`config.mk`:
```
export PLATFORM = sky130hd
export DESIGN_NAME = pmcs_top
export DESIGN_NICKNAME = d
export VERILOG_FILES = /design/src/pmcs_pkg.sv /design/src/pmcs_top.sv
export VERILOG_INCLUDE_DIRS = /design/src /design/src/src
export SDC_FILE = /design/constraint.sdc
export NUM_CORES = 1
export LEC_CHECK = 0
export BUFFER_PORTS_ARGS = -buffer_cell sky130_fd_sc_hd__buf_2
export CAP_MARGIN = 10
export CELL_PAD_IN_SITES_DETAIL_PLACEMENT = 1
export CELL_PAD_IN_SITES_GLOBAL_PLACEMENT = 1
export CORE_MARGIN = 5
export CORE_UTILIZATION = 27
export CTS_CLUSTER_DIAMETER = 150
export CTS_CLUSTER_SIZE = 30
export DETAILED_ROUTE_END_ITERATION = 8
export GPL_TIMING_DRIVEN = 0
export PLACE_DENSITY_LB_ADDON = 0.1
export SETUP_SLACK_MARGIN = 0.02
export SKIP_CTS_REPAIR_TIMING = 1
export SLEW_MARGIN = 5
export SYNTH_ARGS = -nofsm -noshare
export SYNTH_HDL_FRONTEND = slang
export SYNTH_SLANG_ARGS = --single-unit
export TNS_END_PERCENT = 30
```
`constraint.sdc`:
```
create_clock -name pclk -period 1.5 [get_ports pclk]
set_input_delay 0.3 -clock pclk [delete_from_list [all_inputs] [get_ports pclk]]
set_output_delay 0.3 -clock pclk [all_outputs]
set_load 0.02 [all_outputs]
```
`src/pmcs_regs.svh`:
```
`ifndef PMCS_REGS_SVH
`define PMCS_REGS_SVH

// Register byte offsets
`define PMCS_CTRL_OFF 12'h000
`define PMCS_CLK_OFF 12'h004
`define PMCS_STAT_OFF 12'h008
`define PMCS_IRQ_ST_OFF 12'h00c
`define PMCS_IRQ_MSK_OFF 12'h010
`define PMCS_BOOT_OFF 12'h014

// Control fields
`define PMCS_CTRL_MODE_LSB 0
`define PMCS_CTRL_LPREG_BIT 2
`define PMCS_CTRL_VSEL_LSB 4
`define PMCS_CTRL_SVM_EN_BIT 8
`define PMCS_CTRL_SVM_FALL_BIT 9
`define PMCS_CTRL_SVM_RISE_BIT 10

// Clock select field
`define PMCS_CLK_SEL_LSB 0

// Interrupt status bits
`define PMCS_IRQ_SVM_BIT 0
`define PMCS_IRQ_XFAIL_BIT 1
`define PMCS_IRQ_WAKE_BIT 2

// Reset values
`define PMCS_CTRL_RST 32'h0000_0000
`define PMCS_CLK_RST 2'h0
`define PMCS_VSEL_RST 2'h0

// Internal fast oscillator divide for default clock
`define PMCS_OSC_DIV 6

// Edges for the boot pin filter to refill after any reset
`define PMCS_BOOT_FILL 3'h4
`endif

```
`src/pmcs_pkg.sv`:
```
package pmcs_pkg;
	typedef enum logic [1:0] {
		PMCS_MODE_SLEEP,
		PMCS_MODE_DSTOP,
		PMCS_MODE_STANDBY,
		PMCS_MODE_RSVD
	} pmcs_mode_type;

	typedef enum logic [1:0] {
		PMCS_CLK_OSC_DIV,
		PMCS_CLK_XTAL,
		PMCS_CLK_PLL_XTAL,
		PMCS_CLK_PLL_OSC
	} pmcs_clk_type;

	// Voltage codes: 0 is 1.2 V
	typedef enum logic [1:0] {
		PMCS_V1P2,
		PMCS_V1P3,
		PMCS_V1P1,
		PMCS_V1P0
	} pmcs_volt_type;

	typedef enum logic [1:0] {
		PMCS_REG_NORMAL,
		PMCS_REG_LOWPWR,
		PMCS_REG_OFF
	} pmcs_reg_type;

	typedef enum logic [1:0] {
		PMCS_BOOT_FLASH,
		PMCS_BOOT_CODE,
		PMCS_BOOT_SRAM
	} pmcs_boot_type;
endpackage : pmcs_pkg

```
`src/pmcs_top.sv`:
```
`timescale 1ns/1ps
`include "pmcs_regs.svh"
module pmcs_top
	import pmcs_pkg::*;
#(
	parameter int EVT_LINES = 16
) (
	input wire logic pclk, // APB clock
	input wire logic presetn, // APB reset, active low
	input wire logic psel, // APB select
	input wire logic penable, // APB enable
	input wire logic pwrite, // APB direction
	input wire logic [11:0] paddr, // APB byte address
	input wire logic [31:0] pwdata, // APB write data
	output logic [31:0] prdata, // APB read data
	output logic pready, // APB ready
	output logic pslverr, // APB error
	input wire logic cpu_wait_req, // Processor wait or sleep request
	input wire logic periph_irq, // Any peripheral interrupt or event
	input wire logic [EVT_LINES-1:0] event_pins, // External event pin lines
	input wire logic svm_below, // Supply monitor comparator, async
	input wire logic calendar_event, // Calendar alarm/wakeup/tamper/stamp
	input wire logic net_wake, // USB OTG or Ethernet MAC wakeup
	input wire logic wake_pin, // Standby wake pin, async
	input wire logic external_reset_pin_n, // Reset pin, async, low
	input wire logic watchdog_reset, // Independent watchdog reset
	input wire logic supply_low, // Low-voltage reset comparator, async
	input wire logic xtal_fail, // Crystal clock monitor failure, async
	input wire logic [1:0] boot_pins, // Boot source pins, async
	input wire logic bank2_cfg, // Stored config: boot from bank 2
	input wire logic wdog_run_cfg, // Stored config: watchdog in low power
	output logic cpu_clk_en, // Processor clock enable
	output logic core_clk_en, // Core domain clock enable
	output logic pll_en, // PLL enable
	output logic osc_en, // Internal fast oscillator enable
	output logic xtal_en, // External crystal enable
	output logic [1:0] sys_clk_sel, // System clock source
	output logic [2:0] osc_div, // Internal oscillator divide
	output logic [1:0] reg_mode, // Core regulator mode
	output logic [1:0] reg_vsel, // Core regulator voltage code
	output logic calendar_run, // Calendar timer and clocks run
	output logic wdog_run, // Watchdog clock run
	output logic sys_reset_n, // System reset, active low
	output logic [1:0] boot_src, // Boot source
	output logic boot_bank2, // Boot from flash bank 2
	output logic irq // Interrupt, level
);
	//--------------------------------------------------
	// Input synchronisers
	//--------------------------------------------------
	logic [2:0] svm_sync_reg, wake_sync_reg, rst_sync_reg;
	logic [2:0] low_sync_reg, xf_sync_reg;
	logic [1:0] bp_s1_reg, bp_s2_reg, bp_s3_reg;
	logic svm_lvl_reg, wake_lvl_reg, rstp_lvl_reg, low_lvl_reg, xf_lvl_reg;
	logic [1:0] bp_lvl_reg;

	always_ff @(posedge pclk or negedge presetn) begin
		if (!presetn) begin
			svm_sync_reg <= 3'h0;
			wake_sync_reg <= 3'h0;
			rst_sync_reg <= 3'h7;
			low_sync_reg <= 3'h0;
			xf_sync_reg <= 3'h0;
			bp_s1_reg <= 2'h0;
			bp_s2_reg <= 2'h0;
			bp_s3_reg <= 2'h0;
		end else begin
			svm_sync_reg <= {svm_sync_reg[1:0], svm_below};
			wake_sync_reg <= {wake_sync_reg[1:0], wake_pin};
			rst_sync_reg <= {rst_sync_reg[1:0], external_reset_pin_n};
			low_sync_reg <= {low_sync_reg[1:0], supply_low};
			xf_sync_reg <= {xf_sync_reg[1:0], xtal_fail};
			bp_s1_reg <= boot_pins;
			bp_s2_reg <= bp_s1_reg;
			bp_s3_reg <= bp_s2_reg;
		end
	end

	// A change counts once stages two and three agree
	always_ff @(posedge pclk or negedge presetn) begin
		if (!presetn) begin
			svm_lvl_reg <= 1'b0;
			wake_lvl_reg <= 1'b0;
			rstp_lvl_reg <= 1'b1;
			low_lvl_reg <= 1'b0;
			xf_lvl_reg <= 1'b0;
			bp_lvl_reg <= 2'h0;
		end else begin
			if (svm_sync_reg[1] == svm_sync_reg[2])
				svm_lvl_reg <= svm_sync_reg[2];
			if (wake_sync_reg[1] == wake_sync_reg[2])
				wake_lvl_reg <= wake_sync_reg[2];
			if (rst_sync_reg[1] == rst_sync_reg[2])
				rstp_lvl_reg <= rst_sync_reg[2];
			if (low_sync_reg[1] == low_sync_reg[2])
				low_lvl_reg <= low_sync_reg[2];
			if (xf_sync_reg[1] == xf_sync_reg[2])
				xf_lvl_reg <= xf_sync_reg[2];
			if (bp_s2_reg == bp_s3_reg)
				bp_lvl_reg <= bp_s3_reg;
		end
	end

	//--------------------------------------------------
	// Register bus
	//--------------------------------------------------
	logic [1:0] mode_sel_reg, vsel_reg, clk_sel_reg;
	logic lp_reg_cfg_reg, svm_en_reg, svm_fall_reg, svm_rise_reg;
	logic [2:0] irq_st_reg, irq_msk_reg;
	pmcs_mode_type mode_sel;
	pmcs_volt_type vsel;
	pmcs_clk_type clk_sel;
	wire wr_en = psel && penable && pwrite;
	wire hit_ctrl = paddr == `PMCS_CTRL_OFF;
	wire hit_clk = paddr == `PMCS_CLK_OFF;
	wire hit_stat = paddr == `PMCS_STAT_OFF;
	wire hit_ist = paddr == `PMCS_IRQ_ST_OFF;
	wire hit_imsk = paddr == `PMCS_IRQ_MSK_OFF;
	wire hit_boot = paddr == `PMCS_BOOT_OFF;
	wire hit_any = hit_ctrl | hit_clk | hit_stat | hit_ist | hit_imsk | hit_boot;
	assign mode_sel = pmcs_mode_type'(mode_sel_reg);
	assign vsel = pmcs_volt_type'(vsel_reg);
	assign clk_sel = pmcs_clk_type'(clk_sel_reg);
	assign pready = 1'b1;
	assign pslverr = psel && penable && !hit_any;

	//--------------------------------------------------
	// Power mode sequencer
	//--------------------------------------------------
	typedef enum logic [1:0] {
		PMCS_ST_RUN,
		PMCS_ST_SLEEP,
		PMCS_ST_DSTOP,
		PMCS_ST_STANDBY
	} pmcs_state_type;
	pmcs_state_type state_reg, state_next;
	logic wake_prev_reg;
	logic svm_prev_reg;
	logic boot_done_reg;
	logic [1:0] boot_src_reg;
	logic boot_bank2_reg;
	logic [2:0] boot_cnt_reg;

	wire ext_event = |event_pins || svm_lvl_reg || calendar_event || net_wake;
	wire wake_rise = wake_lvl_reg && !wake_prev_reg;
	wire stby_exit = wake_rise || calendar_event || watchdog_reset;
	wire sys_rst = low_lvl_reg || !rstp_lvl_reg || watchdog_reset;
	wire svm_fall = svm_en_reg && svm_lvl_reg && !svm_prev_reg;
	wire svm_rise = svm_en_reg && !svm_lvl_reg && svm_prev_reg;
	wire svm_evt = (svm_fall && svm_fall_reg) || (svm_rise && svm_rise_reg);
	wire xtal_used = clk_sel == PMCS_CLK_XTAL || clk_sel == PMCS_CLK_PLL_XTAL;
	wire xf_evt = xf_lvl_reg && xtal_used;
	wire wake_evt = state_reg != PMCS_ST_RUN && state_next == PMCS_ST_RUN;
	wire [2:0] irq_set = {wake_evt, xf_evt, svm_evt};

	always_comb begin
		state_next = state_reg;
		case (state_reg)
			PMCS_ST_RUN: begin
				if (cpu_wait_req) begin
					case (mode_sel)
						PMCS_MODE_SLEEP: state_next = PMCS_ST_SLEEP;
						PMCS_MODE_DSTOP: state_next = PMCS_ST_DSTOP;
						PMCS_MODE_STANDBY: state_next = PMCS_ST_STANDBY;
						default: state_next = PMCS_ST_RUN;
					endcase
				end
			end
			PMCS_ST_SLEEP: if (periph_irq || ext_event) state_next = PMCS_ST_RUN;
			PMCS_ST_DSTOP: if (ext_event) state_next = PMCS_ST_RUN;
			PMCS_ST_STANDBY: if (stby_exit) state_next = PMCS_ST_RUN;
			default: state_next = PMCS_ST_RUN;
		endcase
	end

	always_ff @(posedge pclk or negedge presetn) begin
		if (!presetn) begin
			state_reg <= PMCS_ST_RUN;
			wake_prev_reg <= 1'b0;
			svm_prev_reg <= 1'b0;
		end else if (sys_rst) begin
			state_reg <= PMCS_ST_RUN;
			wake_prev_reg <= wake_lvl_reg;
			svm_prev_reg <= svm_lvl_reg;
		end else begin
			state_reg <= state_next;
			wake_prev_reg <= wake_lvl_reg;
			svm_prev_reg <= svm_lvl_reg;
		end
	end

	// Standby loses core registers, so it clears config on exit
	wire stby_clear = state_reg == PMCS_ST_STANDBY && state_next == PMCS_ST_RUN;

	always_ff @(posedge pclk or negedge presetn) begin
		if (!presetn) begin
			mode_sel_reg <= 2'h0;
			lp_reg_cfg_reg <= 1'b0;
			vsel_reg <= `PMCS_VSEL_RST;
			svm_en_reg <= 1'b0;
			svm_fall_reg <= 1'b0;
			svm_rise_reg <= 1'b0;
			clk_sel_reg <= `PMCS_CLK_RST;
			irq_msk_reg <= 3'h0;
		end else if (sys_rst || stby_clear) begin
			mode_sel_reg <= 2'h0;
			lp_reg_cfg_reg <= 1'b0;
			vsel_reg <= `PMCS_VSEL_RST;
			svm_en_reg <= 1'b0;
			svm_fall_reg <= 1'b0;
			svm_rise_reg <= 1'b0;
			clk_sel_reg <= `PMCS_CLK_RST;
			irq_msk_reg <= 3'h0;
		end else begin
			if (wr_en && hit_ctrl) begin
				mode_sel_reg <= pwdata[`PMCS_CTRL_MODE_LSB +: 2];
				lp_reg_cfg_reg <= pwdata[`PMCS_CTRL_LPREG_BIT];
				vsel_reg <= pwdata[`PMCS_CTRL_VSEL_LSB +: 2];
				svm_en_reg <= pwdata[`PMCS_CTRL_SVM_EN_BIT];
				svm_fall_reg <= pwdata[`PMCS_CTRL_SVM_FALL_BIT];
				svm_rise_reg <= pwdata[`PMCS_CTRL_SVM_RISE_BIT];
			end
			if (xf_evt)
				clk_sel_reg <= `PMCS_CLK_RST;
			else if (wr_en && hit_clk)
				clk_sel_reg <= pwdata[`PMCS_CLK_SEL_LSB +: 2];
			if (wr_en && hit_imsk)
				irq_msk_reg <= pwdata[2:0];
		end
	end

	// Sticky status, set wins over write-one clear
	always_ff @(posedge pclk or negedge presetn) begin
		if (!presetn)
			irq_st_reg <= 3'h0;
		else if (sys_rst)
			irq_st_reg <= 3'h0;
		else if (wr_en && hit_ist)
			irq_st_reg <= (irq_st_reg & ~pwdata[2:0]) | irq_set;
		else
			irq_st_reg <= irq_st_reg | irq_set;
	end

	// boot source caught after reset release
	// Waits for the filter to refill, else its reset value is taken
	always_ff @(posedge pclk or negedge presetn) begin
		if (!presetn) begin
			boot_done_reg <= 1'b0;
			boot_cnt_reg <= 3'h0;
			boot_src_reg <= PMCS_BOOT_FLASH;
			boot_bank2_reg <= 1'b0;
		end else if (sys_rst || stby_clear) begin
			boot_done_reg <= 1'b0;
			boot_cnt_reg <= 3'h0;
		end else if (boot_cnt_reg != `PMCS_BOOT_FILL) begin
			boot_cnt_reg <= 3'(boot_cnt_reg + 3'h1);
		end else if (!boot_done_reg) begin
			boot_done_reg <= 1'b1;
			boot_src_reg <= (bp_lvl_reg == 2'h3) ? PMCS_BOOT_FLASH : bp_lvl_reg;
			boot_bank2_reg <= bank2_cfg;
		end
	end

	//--------------------------------------------------
	// Outputs
	//--------------------------------------------------
	wire st_run = state_reg == PMCS_ST_RUN;
	wire st_dstop = state_reg == PMCS_ST_DSTOP;
	wire st_stby = state_reg == PMCS_ST_STANDBY;
	wire low_deep = st_dstop || st_stby;
	assign cpu_clk_en = st_run && !sys_rst && boot_done_reg;
	assign core_clk_en = !low_deep;
	assign pll_en = !low_deep && clk_sel_reg[1];
	assign osc_en = !low_deep;
	assign xtal_en = !low_deep && xtal_used && !xf_lvl_reg;
	assign sys_clk_sel = clk_sel_reg;
	assign osc_div = 3'(`PMCS_OSC_DIV);
	assign reg_mode = st_stby ? PMCS_REG_OFF :
		(st_dstop && lp_reg_cfg_reg) ? PMCS_REG_LOWPWR : PMCS_REG_NORMAL;
	assign reg_vsel = vsel;
	assign calendar_run = 1'b1;
	assign wdog_run = !low_deep || wdog_run_cfg;
	assign sys_reset_n = !sys_rst;
	assign boot_src = boot_src_reg;
	assign boot_bank2 = boot_bank2_reg;
	assign irq = |(irq_st_reg & irq_msk_reg);

	wire [31:0] rd_ctrl = {21'h0, svm_rise_reg, svm_fall_reg, svm_en_reg,
		2'h0, vsel_reg, 1'b0, lp_reg_cfg_reg, mode_sel_reg};
	wire [31:0] rd_stat = {24'h0, xf_lvl_reg, svm_lvl_reg, 4'h0, state_reg};
	wire [31:0] rd_boot = {29'h0, boot_bank2_reg, boot_src_reg};
	wire [31:0] rd_mux = hit_ctrl ? rd_ctrl :
		hit_clk ? {30'h0, clk_sel_reg} :
		hit_stat ? rd_stat :
		hit_ist ? {29'h0, irq_st_reg} :
		hit_imsk ? {29'h0, irq_msk_reg} :
		hit_boot ? rd_boot : 32'h0;
	assign prdata = (psel && !pwrite) ? rd_mux : 32'h0;
endmodule : pmcs_top

```
# Yosys cells after proc, flatten, opt, wreduce, memory -nomap -nowiden
# Index checks and enable logic that the tools add are counted.
[classes] eq_ne=21 muxes=40 bitwise_logic=13 reduce_logical=58 add_sub_neg=1
[ops] op="$mux 2" count=14
[ops] op="$mux 3" count=9
[ops] op="$eq 12x4->1 const B" count=2
[ops] op="$eq 12x5->1 const B" count=2
[ops] op="$logic_and 1x1->1" count=24
[ops] op="$mux 11" count=2
[ops] op="$mux 8" count=2
[ops] op="$reduce_or 16->1" count=1
[ops] op="$logic_or 1x1->1" count=13
[ops] op="$eq 12x3->1 const B" count=1
[ops] op="$logic_not 12->1" count=1
[ops] op="$mux 1" count=11
[ops] op="$eq 2x2->1 const B" count=5
[ops] op="$logic_not 1->1" count=9
[ops] op="$pmux 2 s4" count=1
[ops] op="$reduce_bool 2->1" count=4
[ops] op="$and 3x3->3" count=2
[ops] op="$eq 2x1->1 const B" count=3
[ops] op="$logic_not 2->1" count=3
[ops] op="$or 3x3->3" count=2
[ops] op="$pmux 2 s3" count=1
[ops] op="$eq 1x1->1" count=5
[ops] op="$or 1x1->1" count=5
[ops] op="$add 3x1->3 const B" count=1
[ops] op="other kinds (8)" count=10
[word_totals] input_bits=79 ff_bits=55 wordCells=163 out_inout_bits=55

# Longest topological paths before layout
[logic_depth] depth_word=12 mapped_depth=6 ltp_nobuf=6

# Worst setup path before layout
# Ideal clock, no wire load.
[synth_path] kind="input -> output" from="input port paddr[10]" to="output port prdata[6]" n_path_buf=0 setup_slack_ps=-138 arrival_ps=1338 stages=4 path_cell_list="nor4_4 nand3_4 nor4b_2 and2_1"
[synth_via] elab_chain_len=5
[synth_lines] item="start, declared" line="pmcs_top.sv:13" source="input wire logic [11:0] paddr,"
[synth_lines] item="$eq 12x4->1 (no source line)"
[synth_lines] item="$mux 8" line="pmcs_top.sv:294" source="hit_stat ? rd_stat :"
[synth_lines] item="$mux 8" line="pmcs_top.sv:293" source="hit_clk ? {30'h0, clk_sel_reg} :"
[synth_lines] item="$mux 11 *" line="pmcs_top.sv:292" source="wire [31:0] rd_mux = hit_ctrl ? rd_ctrl :"
[synth_lines] item="$mux 11 *" line="pmcs_top.sv:298" source="assign prdata = (psel && !pwrite) ? rd_mux : 32'h0;"
[synth_lines] item="end, declared" line="pmcs_top.sv:15" source="output logic [31:0] prdata,"
# Every way passes the cells marked *; elsewhere a longest branch is shown, timed or not.

# Final worst setup path
[layout_path] from="input port paddr[7]" to="output port prdata[8]"
[layout_via] elab_chain_len=3
[layout_lines] item="$logic_not 12->1 (no source line)"
[layout_lines] item="$mux 11" line="pmcs_top.sv:292"
[layout_lines] item="$mux 11" line="pmcs_top.sv:298"
# No other way between the ends.

==> flow_metrics.tcl <==
set metrics [dict create \
    crit_path_start "paddr[7]" \
    critical_path_class "input pin to output port" \
    dp_hpwl_mm 6.47 \
    grt_pass1_vias 2559 \
    period_needed_ns 1.91 \
    viasPerCell 4.50 \
    fillers 1219 \
    hold_viol 0 \
    wl_per_cell_um 15.3 \
    ir_drop_mv 0.397 \
    portBuffers 82 \
    cts-root-buf "clkbuf_8" \
    drv_slew 0 \
    setup_viol 19 \
    vias 2423 \
    synthArstFlopShare 1.00 \
    numClockSinks 55 \
    grtUsageTotal 0.126 \
    status "finished with violations" \
    min-delay-path-class "input pin to async pin" \
    rr_worst_depth 6 \
    ant_nets 0 \
    synth_flop_cell "dfrtp_1" \
    avgSynthCellArea_um2 10.3 \
    first_pass_iters 4 \
    layout_setup_ws_ns -0.415 \
    insertion_delay_ns 0.31 \
    violations "setup timing" \
    nets 484 \
    start_util 0.275 \
    antenna_found_initial 0 \
    max-cap-violations 0 \
    drt_iter0_markers 57 \
    gr-total-overflow 0 \
    n_antenna_cell 0 \
    ys_seq_area_frac 0.488 \
    finish.utilization 0.386 \
    rsz0062_at_grt "true" \
    synth_edf_count 0 \
    end_kind "output port" \
    maxSlewHeadroom 0.497 \
    cts_tree "done" \
    chipHeight_um 112 \
    place_congestion 0.821 \
    reg2reg_from "boot_cnt_reg[1]$_DFFE_PN0P_" \
    r2r_end "boot_bank2$_DFFE_PN0P_" \
    final_area_um2 3970 \
    worst-path-max-fanout 6 \
    dpl_cell_area_um2 3540 \
    skew_ns 0.00391 \
    grt_pass1_wl_mm 12.9 \
    fmax_ghz 0.522 \
    cp.required_ns 1.20 \
    worst-endpoint-arrival_ns 1.61 \
    ys_ff_latch 55 \
    hold_ws_ns 0.0457 \
    drt_wl_total_mm 8.25 \
    worst_pin_slew_ns 0.755 \
    power.density_nw_per_um2 767 \
    io_pins 134 \
    drcViolationCount 0 \
    rrSetupSlack_ns -0.03 \
    crit_path_end "prdata[8]" \
    area_growth_pct 40.1 \
    cp-start-kind "input pin" \
    grt_max_degree 34 \
    placedCellCount 520 \
    yosysUniqueCellTypes 49 \
    netlist_area_um2 2830 \
    rows 37 \
    core_area_um2 10300 \
    drive_gt1_frac 0.465 \
    fin_cells 538 \
    numCtsBuffers 5 \
    htree_levels 2 \
    dieArea_um2 12600 \
    syn_inst 276 \
    cts_max_path_buffers 2 \
    clkTransAtPathRegs_ns 0.10 \
    p_leak_nw 1.89 \
    fin_crit_sh 1.28 \
    yosysWarnings 0 \
    die_w_um 112 \
]
cells in the mapped netlist, types with 3 or more instances:
cell type / number / share of area
dfrtp_1: 51 / 0.45
buf_4: 31 / 0.082
a21oi_1: 21 / 0.037
nor2_1: 18 / 0.024
o21ai_0: 15 / 0.027
nand2_1: 13 / 0.017
nand3_1: 12 / 0.021
and2_1: 9 / 0.020
inv_1: 9 / 0.012
nand4_1: 6 / 0.013
and3_1: 5 / 0.011
buf_2: 5 / 0.0088
maj3_1: 5 / 0.018
mux2_2: 5 / 0.020
nand2b_1: 5 / 0.011
nor2b_1: 5 / 0.011
nor3_1: 5 / 0.0088
dfstp_2: 4 / 0.037
ha_1: 4 / 0.018
a211oi_1: 3 / 0.0080
nor4_1: 3 / 0.0066
xnor2_1: 3 / 0.0093
power by group:
group	internal [mW]	total [mW]	switching, mW
clock	0.507	1.03	0.518
sequential	1.55	1.60	0.0495
combinational	0.183	0.420	0.237
total	2.24	3.04	0.805
worst max-delay path, stage by stage:
cell and delay, ns:
buf_6 0.10, nor4_4 0.24, buf_4 0.18, nand3_4 0.13, nor3_4 0.26, buf_6 0.15
and2_4 0.14, buf_6 0.11
worst min path at each step:
stage                               start                          to  slack (ns)
6_report                          presetn      xf_lvl_reg$_DFFE_PN0N_        0.05
5_1_grt              external_reset_pin_n   rst_sync_reg[0]$_DFF_PN1_        0.05
4_1_cts              external_reset_pin_n   rst_sync_reg[0]$_DFF_PN1_        0.06
3_5_place_dp    svm_sync_reg[0]$_DFF_PN0_   svm_sync_reg[1]$_DFF_PN0_        0.34
3_3_place_gp   wake_sync_reg[0]$_DFF_PN0_  wake_sync_reg[1]$_DFF_PN0_        0.33
2_1_floorplan                     presetn      boot_bank2$_DFFE_PN0P_       0.004
layout by cell type, fill, tap and decap left out, drive strengths merged, types with 3 or more instances in the layout:
master | synthesis | routed
buf | 37 | 130
dfrtp | 51 | 51
conb | 2 | 27
a21oi | 21 | 21
nor2 | 18 | 18
o21ai | 17 | 17
nand3 | 13 | 13
nand2 | 13 | 13
inv | 9 | 10
and2 | 9 | 9
nor3 | 7 | 7
nand4 | 6 | 6
and3 | 5 | 5
nand2b | 5 | 5
maj3 | 5 | 5
clkbuf | 0 | 5
nor2b | 5 | 5
mux2 | 5 | 5
dfstp | 4 | 4
nor4 | 4 | 4
ha | 4 | 4
xnor2 | 3 | 3
a211oi | 3 | 3
and4 | 3 | 3
metal layers:
layer / vias to the layer above / wire length (um) / track usage
li1: 1165 / - / -
met4: 0 / 63 / 0.0288
met1: 1193 / 3650 / 0.165
met5: - / 0 / 0
met2: 60 / 4100 / 0.214
met3: 5 / 436 / 0.0291
area by class of cell:
cell class | count | area, um^2 | area share
flip-flops and latches | 55 | 1390 | 0.349
inverters | 9 | 41.3 | 0.0104
clock inverters | 3 | 47.5 | 0.0120
well taps | 136 | 170 | 0.0429
multi-input cells | 200 | 1380 | 0.347
repair buffers | 93 | 606 | 0.153
clock buffers | 5 | 68.8 | 0.0174
plain buffers | 37 | 273 | 0.0688
per-stage QoR:
step	setup slack [ns]	setup TNS [ns]	total power, mW
3_3_place_gp	-0.515	-10.88	1.99
3_5_place_dp	-0.604	-11.77	2.01
6_report	-0.415	-4.99	3.04
4_1_cts	-0.609	-13.23	3.05
5_1_grt	-0.489	-6.63	3.19
2_1_floorplan	-0.104	-0.647	1.83
logic make-up after synthesis:
group | synth area share
AOI/OAI and AO/OA | 0.120
xor gates and xnor gates | 0.0124
adders and majority gates | 0.0354
buffers and inverters | 0.107
DFF | 0.488
muxes | 0.0270
other | 0.00265
and+or+nand+nor | 0.208
Note: power is estimated with default switching activity, not from simulation.
